File: src/hdl/cti_cfg.svh
/*
  Register offsets, field positions and reset values of the crystal
  trimmed interval timer.
  Assumes the CPU reaches these registers over its byte-wide
  special-function register port.
*/
`ifndef CTI_CFG_SVH
`define CTI_CFG_SVH

// Register offsets on the special-function register port
`define CTI_ADDR_OPTION 8'h94
`define CTI_ADDR_INTFLAGS 8'h95
`define CTI_ADDR_CNT_UPPER 8'hB3
`define CTI_ADDR_CNT_LOW 8'hB4
`define CTI_ADDR_CNT_MID 8'hB5
`define CTI_ADDR_RELOAD 8'hB6
`define CTI_ADDR_TRIM 8'hB7
`define CTI_ADDR_AUX 8'hF8

// Field positions
`define CTI_RATE_LSB 0
`define CTI_RATE_MSB 1
`define CTI_FLAG_BIT 0
`define CTI_TRIM_SIGN_BIT 7
`define CTI_TRIM_MAG_MSB 6
`define CTI_CLR_BIT 2

// Count bits whose carry marks 32768, 16384 and 8192 crystal cycles
`define CTI_CARRY_1S 15
`define CTI_CARRY_HALF 14
`define CTI_CARRY_QUARTER 13

// Reset values and unmapped read data
`define CTI_RATE_RST 2'b01
`define CTI_RELOAD_RST 8'h00
`define CTI_TRIM_RST 8'h00
`define CTI_UNMAPPED_RDATA 8'h00

`endif

File: src/hdl/cti_pkg.sv
/*
  Types of the crystal trimmed interval timer.
  Assumes nothing of its surroundings.
*/
package cti_pkg;

  // Interrupt rate select codes
  typedef enum logic [1:0] {
    CTI_RATE_OVF = 2'b00,
    CTI_RATE_1S = 2'b01,
    CTI_RATE_HALF = 2'b10,
    CTI_RATE_QUARTER = 2'b11
  } cti_rate_e;

  // Count step per crystal cycle: 0, 1 or 2
  typedef logic [1:0] cti_step_t;

endpackage

File: src/hdl/cti_timer.sv
/*
  Crystal trimmed interval timer: 23-bit counter stepped by the 32768 Hz
  crystal clock, upper-byte reload, rate trim, periodic interrupt flag and
  its special-function registers.
  Assumes a single 40 MHz CPU clock; the crystal clock is a plain input
  sampled here, and the CPU register port is synchronous to clk.
*/
`timescale 1ns/10ps
`include "cti_cfg.svh"

//Function
// - 23-bit counter advances on the 32768 Hz crystal clock, not the CPU clock.
// - On overflow, count bits 22..15 load from the resettable reload register.
// - With zero trim magnitude the count steps by one each crystal cycle.
// - Positive trim steps the count by two on selected crystal cycles.
// - Negative trim holds the count on selected crystal cycles.
// - Trim bit 7 chooses direction: 0 faster, 1 slower.
// - Trim bits 6..0 set the magnitude, 0.477 ppm per step.
// - Writing one to the clear control bit zeroes the count.
// - Rate select picks overflow, 32768, 16384 or 8192 crystal cycles.
// - Hardware sets the interval flag when the chosen interval is reached.
// - Entering the interrupt service routine clears the interval flag.
// - Writing FEh to the flag register clears bit 0 only.
// - Count readable as low byte, seven-bit mid byte and upper byte.
// - The interval flag is set in the clk domain; crystal edges are caught only while clk runs well above 32768 Hz.
module cti_timer #(
  parameter int COUNT_W = 23,
  parameter int RELOAD_W = 8,
  parameter int TRIM_FRAC_W = 21
) (
  input wire logic clk,
  input wire logic reset_n,
  input wire logic crystal_clock_32k,
  input wire logic [7:0] sfr_addr,
  input wire logic sfr_wr,
  input wire logic sfr_rd,
  input wire logic [7:0] sfr_wdata,
  output logic [7:0] sfr_rdata,
  input wire logic isr_enter,
  output logic interval_interrupt_flag
);

  localparam int LOW_W = COUNT_W - RELOAD_W;

  // Reset release
  logic rst_meta_q;
  logic rst_sync_q;

  always_ff @(posedge clk or negedge reset_n)
  begin
    if (!reset_n)
    begin
      rst_meta_q <= 1'b0;
      rst_sync_q <= 1'b0;
    end
    else
    begin
      rst_meta_q <= 1'b1;
      rst_sync_q <= rst_meta_q;
    end
  end

  wire rst_n = rst_sync_q;

  // Crystal clock sampling
  logic xtal_meta_q;
  logic xtal_sync_q;
  logic xtal_prev_q;

  always_ff @(posedge clk or negedge rst_n)
  begin
    if (!rst_n)
    begin
      xtal_meta_q <= 1'b0;
      xtal_sync_q <= 1'b0;
      xtal_prev_q <= 1'b0;
    end
    else
    begin
      xtal_meta_q <= crystal_clock_32k;
      xtal_sync_q <= xtal_meta_q;
      xtal_prev_q <= xtal_sync_q;
    end
  end

  // One tick per crystal rising edge
  wire xtal_tick = xtal_sync_q & ~xtal_prev_q;

  // Register decode
  wire wr_option = sfr_wr & (sfr_addr == `CTI_ADDR_OPTION);
  wire wr_intflags = sfr_wr & (sfr_addr == `CTI_ADDR_INTFLAGS);
  wire wr_reload = sfr_wr & (sfr_addr == `CTI_ADDR_RELOAD);
  wire wr_trim = sfr_wr & (sfr_addr == `CTI_ADDR_TRIM);
  wire wr_aux = sfr_wr & (sfr_addr == `CTI_ADDR_AUX);

  // Software-written controls
  logic [1:0] rate_q;
  logic [RELOAD_W-1:0] reload_q;
  logic [7:0] trim_q;
  logic clear_req_q;

  always_ff @(posedge clk or negedge rst_n)
  begin
    if (!rst_n)
    begin
      rate_q <= `CTI_RATE_RST;
    end
    else if (wr_option)
    begin
      rate_q <= sfr_wdata[`CTI_RATE_MSB:`CTI_RATE_LSB];
    end
  end

  always_ff @(posedge clk or negedge rst_n)
  begin
    if (!rst_n)
    begin
      reload_q <= RELOAD_W'(`CTI_RELOAD_RST);
    end
    else if (wr_reload)
    begin
      reload_q <= RELOAD_W'(sfr_wdata);
    end
  end

  always_ff @(posedge clk or negedge rst_n)
  begin
    if (!rst_n)
    begin
      trim_q <= `CTI_TRIM_RST;
    end
    else if (wr_trim)
    begin
      trim_q <= sfr_wdata;
    end
  end

  // Clear request is a one-cycle pulse, the bit reads back zero
  always_ff @(posedge clk or negedge rst_n)
  begin
    if (!rst_n)
    begin
      clear_req_q <= 1'b0;
    end
    else
    begin
      clear_req_q <= wr_aux & sfr_wdata[`CTI_CLR_BIT];
    end
  end

  // Trim fields
  // Sign selects direction
  wire trim_sign = trim_q[`CTI_TRIM_SIGN_BIT];
  wire [6:0] trim_magnitude = trim_q[`CTI_TRIM_MAG_MSB:0];
  wire trim_zero = (trim_magnitude == 7'h00);

  // Phase accumulator spreading the corrections
  logic [TRIM_FRAC_W-1:0] phase_q;
  logic [TRIM_FRAC_W:0] phase_sum;
  logic trim_hit;

  // Magnitude corrections per 2^21 crystal cycles
  assign phase_sum = {1'b0, phase_q} + (TRIM_FRAC_W+1)'(trim_magnitude);
  assign trim_hit = phase_sum[TRIM_FRAC_W];

  always_ff @(posedge clk or negedge rst_n)
  begin
    if (!rst_n)
    begin
      phase_q <= '0;
    end
    else if (clear_req_q)
    begin
      phase_q <= '0;
    end
    else if (xtal_tick)
    begin
      phase_q <= phase_sum[TRIM_FRAC_W-1:0];
    end
  end

  // Count step for this crystal cycle
  cti_pkg::cti_step_t step;

  always_comb
  begin
    step = 2'd1;
    if (trim_zero || !trim_hit)
    begin
      step = 2'd1;
    end
    else if (trim_sign)
    begin
      step = 2'd0;
    end
    else
    begin
      step = 2'd2;
    end
  end

  // Counter
  logic [COUNT_W-1:0] count_q;
  logic [COUNT_W-1:0] count_d;
  logic [COUNT_W:0] count_sum;
  logic overflow;

  assign count_sum = {1'b0, count_q} + (COUNT_W+1)'(step);
  assign overflow = count_sum[COUNT_W];

  always_comb
  begin
    count_d = count_q;
    if (clear_req_q)
    begin
      count_d = '0;
    end
    else if (xtal_tick && overflow)
    begin
      count_d = {reload_q, count_sum[LOW_W-1:0]};
    end
    else if (xtal_tick)
    begin
      count_d = count_sum[COUNT_W-1:0];
    end
  end

  // Count register, advanced only by crystal ticks
  always_ff @(posedge clk or negedge rst_n)
  begin
    if (!rst_n)
    begin
      count_q <= '0;
    end
    else
    begin
      count_q <= count_d;
    end
  end

  // Interval detection: carry into a count bit marks the period boundary
  wire carry_1s = count_sum[`CTI_CARRY_1S] ^ count_q[`CTI_CARRY_1S];
  wire carry_half = count_sum[`CTI_CARRY_HALF] ^ count_q[`CTI_CARRY_HALF];
  wire carry_quarter = count_sum[`CTI_CARRY_QUARTER] ^ count_q[`CTI_CARRY_QUARTER];
  logic interval_hit;

  // Rate select picks the interval source
  always_comb
  begin
    interval_hit = 1'b0;
    unique case (cti_pkg::cti_rate_e'(rate_q))
      cti_pkg::CTI_RATE_OVF:
        interval_hit = overflow;
      cti_pkg::CTI_RATE_1S:
        interval_hit = carry_1s;
      cti_pkg::CTI_RATE_HALF:
        interval_hit = carry_half;
      cti_pkg::CTI_RATE_QUARTER:
        interval_hit = carry_quarter;
    endcase
  end

  wire interval_event = xtal_tick & interval_hit & ~clear_req_q;

  // Interval interrupt flag
  // Service entry clears the flag
  // Writing zero to bit 0 clears it, other bits untouched
  wire flag_clear = isr_enter | (wr_intflags & ~sfr_wdata[`CTI_FLAG_BIT]);
  logic flag_q;

  // Set by the interval event; the set wins over a clear
  always_ff @(posedge clk or negedge rst_n)
  begin
    if (!rst_n)
    begin
      flag_q <= 1'b0;
    end
    else if (interval_event)
    begin
      flag_q <= 1'b1;
    end
    else if (flag_clear)
    begin
      flag_q <= 1'b0;
    end
  end

  assign interval_interrupt_flag = flag_q;

  // Read data
  logic [7:0] rd_mux;

  // Count bytes, mid byte holds seven bits
  always_comb
  begin
    rd_mux = `CTI_UNMAPPED_RDATA;
    unique case (sfr_addr)
      `CTI_ADDR_OPTION:
        rd_mux = {6'h00, rate_q};
      `CTI_ADDR_INTFLAGS:
        rd_mux = {7'h00, flag_q};
      `CTI_ADDR_CNT_UPPER:
        rd_mux = count_q[COUNT_W-1:LOW_W];
      `CTI_ADDR_CNT_LOW:
        rd_mux = count_q[7:0];
      `CTI_ADDR_CNT_MID:
        rd_mux = {1'b0, count_q[LOW_W-1:8]};
      `CTI_ADDR_RELOAD:
        rd_mux = reload_q;
      `CTI_ADDR_TRIM:
        rd_mux = trim_q;
      `CTI_ADDR_AUX:
        rd_mux = 8'h00;
      default:
        rd_mux = `CTI_UNMAPPED_RDATA;
    endcase
  end

  logic [7:0] rdata_q;

  // Read data is captured on the read strobe and held
  always_ff @(posedge clk or negedge rst_n)
  begin
    if (!rst_n)
    begin
      rdata_q <= 8'h00;
    end
    else if (sfr_rd)
    begin
      rdata_q <= rd_mux;
    end
  end

  assign sfr_rdata = rdata_q;

endmodule

File: config.mk
export PLATFORM = sky130hd
export DESIGN_NAME = cti_timer
export DESIGN_NICKNAME = d
export VERILOG_FILES = /design/src/hdl/cti_pkg.sv /design/src/hdl/cti_timer.sv
export VERILOG_INCLUDE_DIRS = /design/src /design/src/hdl
export SDC_FILE = /design/constraint.sdc
export NUM_CORES = 1
export LEC_CHECK = 0
export BUFFER_PORTS_ARGS = -buffer_cell sky130_fd_sc_hd__buf_2
export CAP_MARGIN = 20
export CORE_ASPECT_RATIO = 1.75
export CORE_UTILIZATION = 40
export CTS_CLUSTER_DIAMETER = 30
export CTS_CLUSTER_SIZE = 14
export DETAILED_ROUTE_END_ITERATION = 10
export GPL_ROUTABILITY_DRIVEN = 0
export GPL_TIMING_DRIVEN = 0
export PLACE_DENSITY = 0.58
export SLEW_MARGIN = 40
export SYNTH_ARGS = -nofsm -noshare
export SYNTH_HDL_FRONTEND = slang
export SYNTH_SLANG_ARGS = --single-unit
File: constraint.sdc
create_clock -name clk -period 2.3 [get_ports clk]
set_input_delay 0.46 -clock clk [delete_from_list [all_inputs] [get_ports clk]]
set_output_delay 0.46 -clock clk [all_outputs]
set_load 0.01 [all_outputs]
# Yosys cells after proc, flatten, opt, wreduce, memory -nomap -nowiden
# Index checks and enable logic that the tools add are counted.
dict set report op_classes {
  n_addsub 2
  n_eq_ne 11
  mux 11
  bitwise 17
  n_reduce_logical 8
}
# op n
set op_table {}
lappend op_table {{two-way mux 23 bit} 3}
lappend op_table {{== test 8 bit, second input constant} 8}
lappend op_table {{one-hot mux 8 bit (7 select lines)} 1}
lappend op_table {{two-way mux 21 bit} 2}
lappend op_table {{adder 23 x 2 -> 24 bit} 1}
lappend op_table {{adder 21 x 7 -> 22 bit} 1}
lappend op_table {{bitwise AND 1 bit} 10}
lappend op_table {{zero test 7 bit} 1}
lappend op_table {{== test 2 bit, second input constant} 2}
lappend op_table {{two-way mux 2 bit} 2}
lappend op_table {{one-hot mux 1 bit (4 select lines)} 1}
lappend op_table {{nonzero test 2 bit} 2}
lappend op_table {{NOT 1 bit} 3}
lappend op_table {{nonzero test 3 bit} 1}
lappend op_table {{XOR 1 bit} 3}
lappend op_table {{== test 2 x 1 -> 1 bit, second input constant} 1}
lappend op_table {{zero test 2 bit} 1}
lappend op_table {{two-way mux 1 bit} 2}
lappend op_table {{logical AND 1 bit} 1}
lappend op_table {{zero test 1 bit} 1}
lappend op_table {{logical OR 1 bit} 1}
lappend op_table {{OR 1 bit} 1}
dict set report totals {
  register_bits 77
  out_inout_bits 9
  elab_cells 62
}

# Longest topological paths before layout
dict set report depth {
  ltp_word 10
  depth_mapped 13
  ltp_nobuf 13
}

# Least setup slack after synthesis
# OpenSTA, ideal clock, no wires.
dict set report synth_path {
  path_kind {register to register}
  from {register trim_q[1]}
  to {register count_q[16]}
  setup_ns 0.082
  arrival_time_ns 3.584
  required_time_ns 2.218
  path_slack_ns -1.365
  path_stages_with_launch 13
  cell_sequence {dfrtp_1 -> ha_1 -> a21o_1 -> a21oi_1 -> o31a_1 -> or4_1 -> or2_2 -> fa_1 -> nand3b_1 -> or4_1 -> nor3_1 -> a31oi_1 -> a31oi_1}
}
dict set report synth_via {
  elab_chain_cells 8
  elab_cells_between_ends 11
  classes_between {add/sub (2); mux (4); reduce/logical (5)}
}
# item line
set synth_lines {}
lappend synth_lines {{from (decl)} cti_timer.sv:99} ;# logic [7:0] trim_q;
lappend synth_lines {{from (signal assigned)} cti_timer.sv:130} ;# trim_q <= `CTI_TRIM_RST;
lappend synth_lines {{from (signal assigned)} cti_timer.sv:134} ;# trim_q <= sfr_wdata;
lappend synth_lines {{adder 21 x 7 -> 22 bit} cti_timer.sv:163} ;# assign phase_sum = {1'b0, phase_q} + (TRIM_FRAC_W+1)'(trim_magnitude);
lappend synth_lines {{zero test 1 bit} cti_timer.sv:188} ;# if (trim_zero || !trim_hit)
lappend synth_lines {{logical OR 1 bit *} cti_timer.sv:188}
lappend synth_lines {{two-way mux 2 bit *} cti_timer.sv:188}
lappend synth_lines {{adder 23 x 2 -> 24 bit *} cti_timer.sv:208} ;# assign count_sum = {1'b0, count_q} + (COUNT_W+1)'(step);
lappend synth_lines {{two-way mux 23 bit / logical AND 1 bit (equally long branches)} {cti_timer.sv:222, cti_timer.sv:218}}
lappend synth_lines {{two-way mux 23 bit} cti_timer.sv:218} ;# else if (xtal_tick && overflow)
lappend synth_lines {{two-way mux 23 bit} cti_timer.sv:214} ;# if (clear_req_q)
lappend synth_lines {{to (signal assigned)} cti_timer.sv:237} ;# count_q <= count_d;
lappend synth_lines {{to (decl)} cti_timer.sv:203} ;# logic [COUNT_W-1:0] count_q;
# Every way passes the cells marked *; elsewhere a longest branch is shown, timed or not. The select of a mux whose other input is x is not followed.
# A chain may end at the register's enable or synchronous reset.

# Worst setup path after layout
dict set report layout_path {
  from {register trim_q[1]}
  to {register count_q[14]}
}
# Same word-level chain as after synthesis.

==> metrics <==
outcome complete, but fails checks; failing checks negative setup slack; Synth cell types 62; Crit Reg-Reg Startpoint trim_q[1]; Hold Crit Class in -> reg; Worst-path clk slew 0.06 ns; DRT iter0 DRCs 278; fraction of layout cells with a size suffix above 1 0.2789; Nets 555; CTS H-Tree Depth 3; synth warn 0; area of the multi-input gates 2596 sq um; post-synthesis share of cell area spent on and, or, nand and nor gates 0.2327; Largest stage delay, worst path 0.45 ns; Die Footprint 11370 sq um; CTS Buf Count 9; n_diodes 0; final core utilization 0.5209; final worst slack -1.270 ns; first-pass GRT wire length 21670 um; vias 3986; CP max stage cell or4_4; cell row count 50; R2R Setup Slk -1.27 ns; syn nets 494; Hold EP xtal_meta_q; final hold vios 0; mux share of post-synthesis cell area 0.07012; Worst Path Max Fanout 3; CTS sink cnt 77; Die Wd 81.03 um; Tot Pwr 3.833 mW; count leader, synth dfrtp_1; Post-Synth Adder-Cell Area 0.03492; port buffer count 28; CP Data Arrival Time 3.77 ns; cell taking the most area after synthesis dfrtp_1; CP Class reg -> reg; Setup crit end kind flop; Fin Setup TNS -20.99 ns; Max Freq 280.1 MHz; Area Overhead vs Synth 26.73%; Worst VDD drop 0.4047 mV; clock skew 0.007819 ns; synthesis-stage register bit count 77; clock latency on the worst-skew pair 0.34 ns; Cell Pwr Density 691.9 nW/um^2; Post-Synth XOR/XNOR Area 0.03205; Routed Antenna Nets 0; most frequent cells after synthesis 76 x dfrtp_1, 37 x nand2_1, 31 x a21oi_1; clk buf depth 2; number of synthesized flops with an enable pin 0; Worst Path Required 2.50 ns; final setup fails 27; initial antenna violation count 0; Die Ht 140.3 um; final WL 13450 um; HPWL Detailed 9537 um; largest net degree at the start of global routing 39; grt ovf 0; GRT Total Usage 0.2566; CTS tree yes; max-cap violations 0; post-synth top area share 0.4350; Seq/Total Area, Yosys 0.4410; R2R Path End count_q[14]; Setup crit start kind flop; slew at the pin with the worst max-slew slack 0.7889 ns; Residual DRC 0; mapped cell area 4372 sq um; core footprint 10640 sq um; average cell area after synthesis 9.483 sq um; wire per inst 20.48 um; largest family of logic cells by synthesized area simple AND/OR/NAND/NOR gates; Max Slew Vio Count 0; CP dominant cell by count buf_4; FILL cells 976; Tmin final 3.570 ns; DRT Pass-1 Iters 8; CP Cell Sequence ha_4, a21o_1, a21oi_2, o31a_1, or4_4, or2_4, fa_2, nand3b_1, buf_4, nor4_4, buf_4, nand2_4, xor2_1, nor2_1; unrepaired setup endpoints after global routing yes; Slew HR 0.4697; post-synthesis compound-gate area fraction 0.1480; Async SR Flop Fraction 1.000; synth top area cells dfrtp_1 44%, mux2_2 4.9%, a21oi_1 3.5%, nand2_1 3.2%, o21ai_0 2.9%; CTS root buf clkbuf_16; period utilization 1.552; cell count after synthesis 461; Static Leak 2.330 nW; Reg area 1939 sq um; r2r worst-path depth 14; hold_sp crystal_clock_32k; # IOs 31; vias in the first global route 4044; hold path cells 1; Via-to-Cell Ratio 6.067; Initial Util 0.4111; ys flop type dfrtp_1
==> final cells by class <==
type	instances	share of cell area
plain buffers	23	0.01829
clock buffers	10	0.04133
clock inverters	6	0.01603
inverters	22	0.01491
multi-input cells	339	0.4686
flip-flops and latches	77	0.3500
well taps	130	0.02936
repair buffers	50	0.06143
==> report_power, final <==
part / internal (mW) / switching (mW) / leakage (nW)
combinational: 0.305 / 0.358 / 1.16
clock: 0.950 / 0.582 / 0.149
sequential: 1.47 / 0.165 / 1.03
total: 2.73 / 1.11 / 2.33
==> layer usage <==
metal | track usage | up-vias | share of wire
li1 | - | 1833 | -
met1 | 0.2874 | 1974 | 0.37
met2 | 0.4476 | 129 | 0.53
met3 | 0.03518 | 50 | 0.035
met4 | 0.1513 | 0 | 0.060
met5 | 0 | - | 0
==> worst max path at each step <==
stage / endpoint / start / slack, ns
final: count_q[14] / trim_q[1] / -1.27
after global routing: count_q[14] / trim_q[1] / -1.36
after floorplan: count_q[16] / trim_q[1] / -0.92
after global placement: interval_interrupt_flag / trim_q[6] / -1.68
after detailed placement: interval_interrupt_flag / trim_q[6] / -1.67
after CTS: count_q[12] / trim_q[1] / -1.19
==> cell families (layout without fill, tap and decap cells) <==
kind of cell	count (synthesis)	in the layout
fa+ha+maj	11	11
compound gates	102	102
buf+inv	45	111
simple gates	182	182
mux	27	27
flops	77	77
xor+xnor	16	16
other cells	1	1
==> metrics by stage <==
stage                     cells  setup WS (ns)  area (sq um)  hold WS (ns)
after global placement      619         -1.684          4720        0.2452
after CTS                   650         -1.193          5359        0.2174
after detailed placement    620         -1.671          4762        0.2481
after global routing        657         -1.363          5540        0.2228
after floorplan             461        -0.9247          4417        0.1644
final                       657         -1.270          5540        0.2245
==> repair_timing <==
item	in CTS	in global routing
pin swaps	15	20
buffers inserted	13	7
hold endpoints to repair	2	0
endpoints found under the setup margin	31	38
hold buffers	1	0
gates resized for setup	31	28
==> state kept, by name, indices dropped and copies added, names as in the netlist <==
register and cells:
reload_q 8, xtal_prev_q 1, xtal_sync_q 1, rst_meta_q 1, sfr_rdata 8, interval_interrupt_flag 1, rst_n 1, phase_q 21
xtal_meta_q 1, trim_q 8, clear_req_q 1, rate_q 2, count_q 23
==> placed cells by master (no fill, tap or decap), drive strengths merged, types with 3 or more instances in the layout <==
master / Yosys / layout
a222oi: 6 / 6
nand4: 15 / 15
and3: 6 / 6
nand2b: 7 / 7
xnor2: 11 / 11
nor2b: 5 / 5
or4: 7 / 7
nand2: 37 / 37
o211ai: 5 / 5
a211oi: 3 / 3
o22ai: 8 / 8
inv: 22 / 22
a21oi: 31 / 31
o31ai: 3 / 3
xor2: 5 / 5
buf: 7 / 56
clkbuf: 16 / 26
nand3: 19 / 19
nor4: 15 / 15
mux2: 19 / 19
nor3: 14 / 14
nor2: 30 / 30
or3: 13 / 13
dfrtp: 76 / 76
ha: 9 / 9
mux2i: 7 / 7
o21ai: 26 / 26
==> critical path: cells and delay by family (launching register included) <==
kind / cells / cell delay, ns
adders and majority gates: 2 / 0.62
AOI/OAI and AO/OA: 3 / 0.47
xor gates and xnor gates: 1 / 0.15
and+or+nand+nor: 6 / 1.37
DFF: 1 / 0.44
buffers and inverters: 2 / 0.38
(Power assumes the default switching activity.)
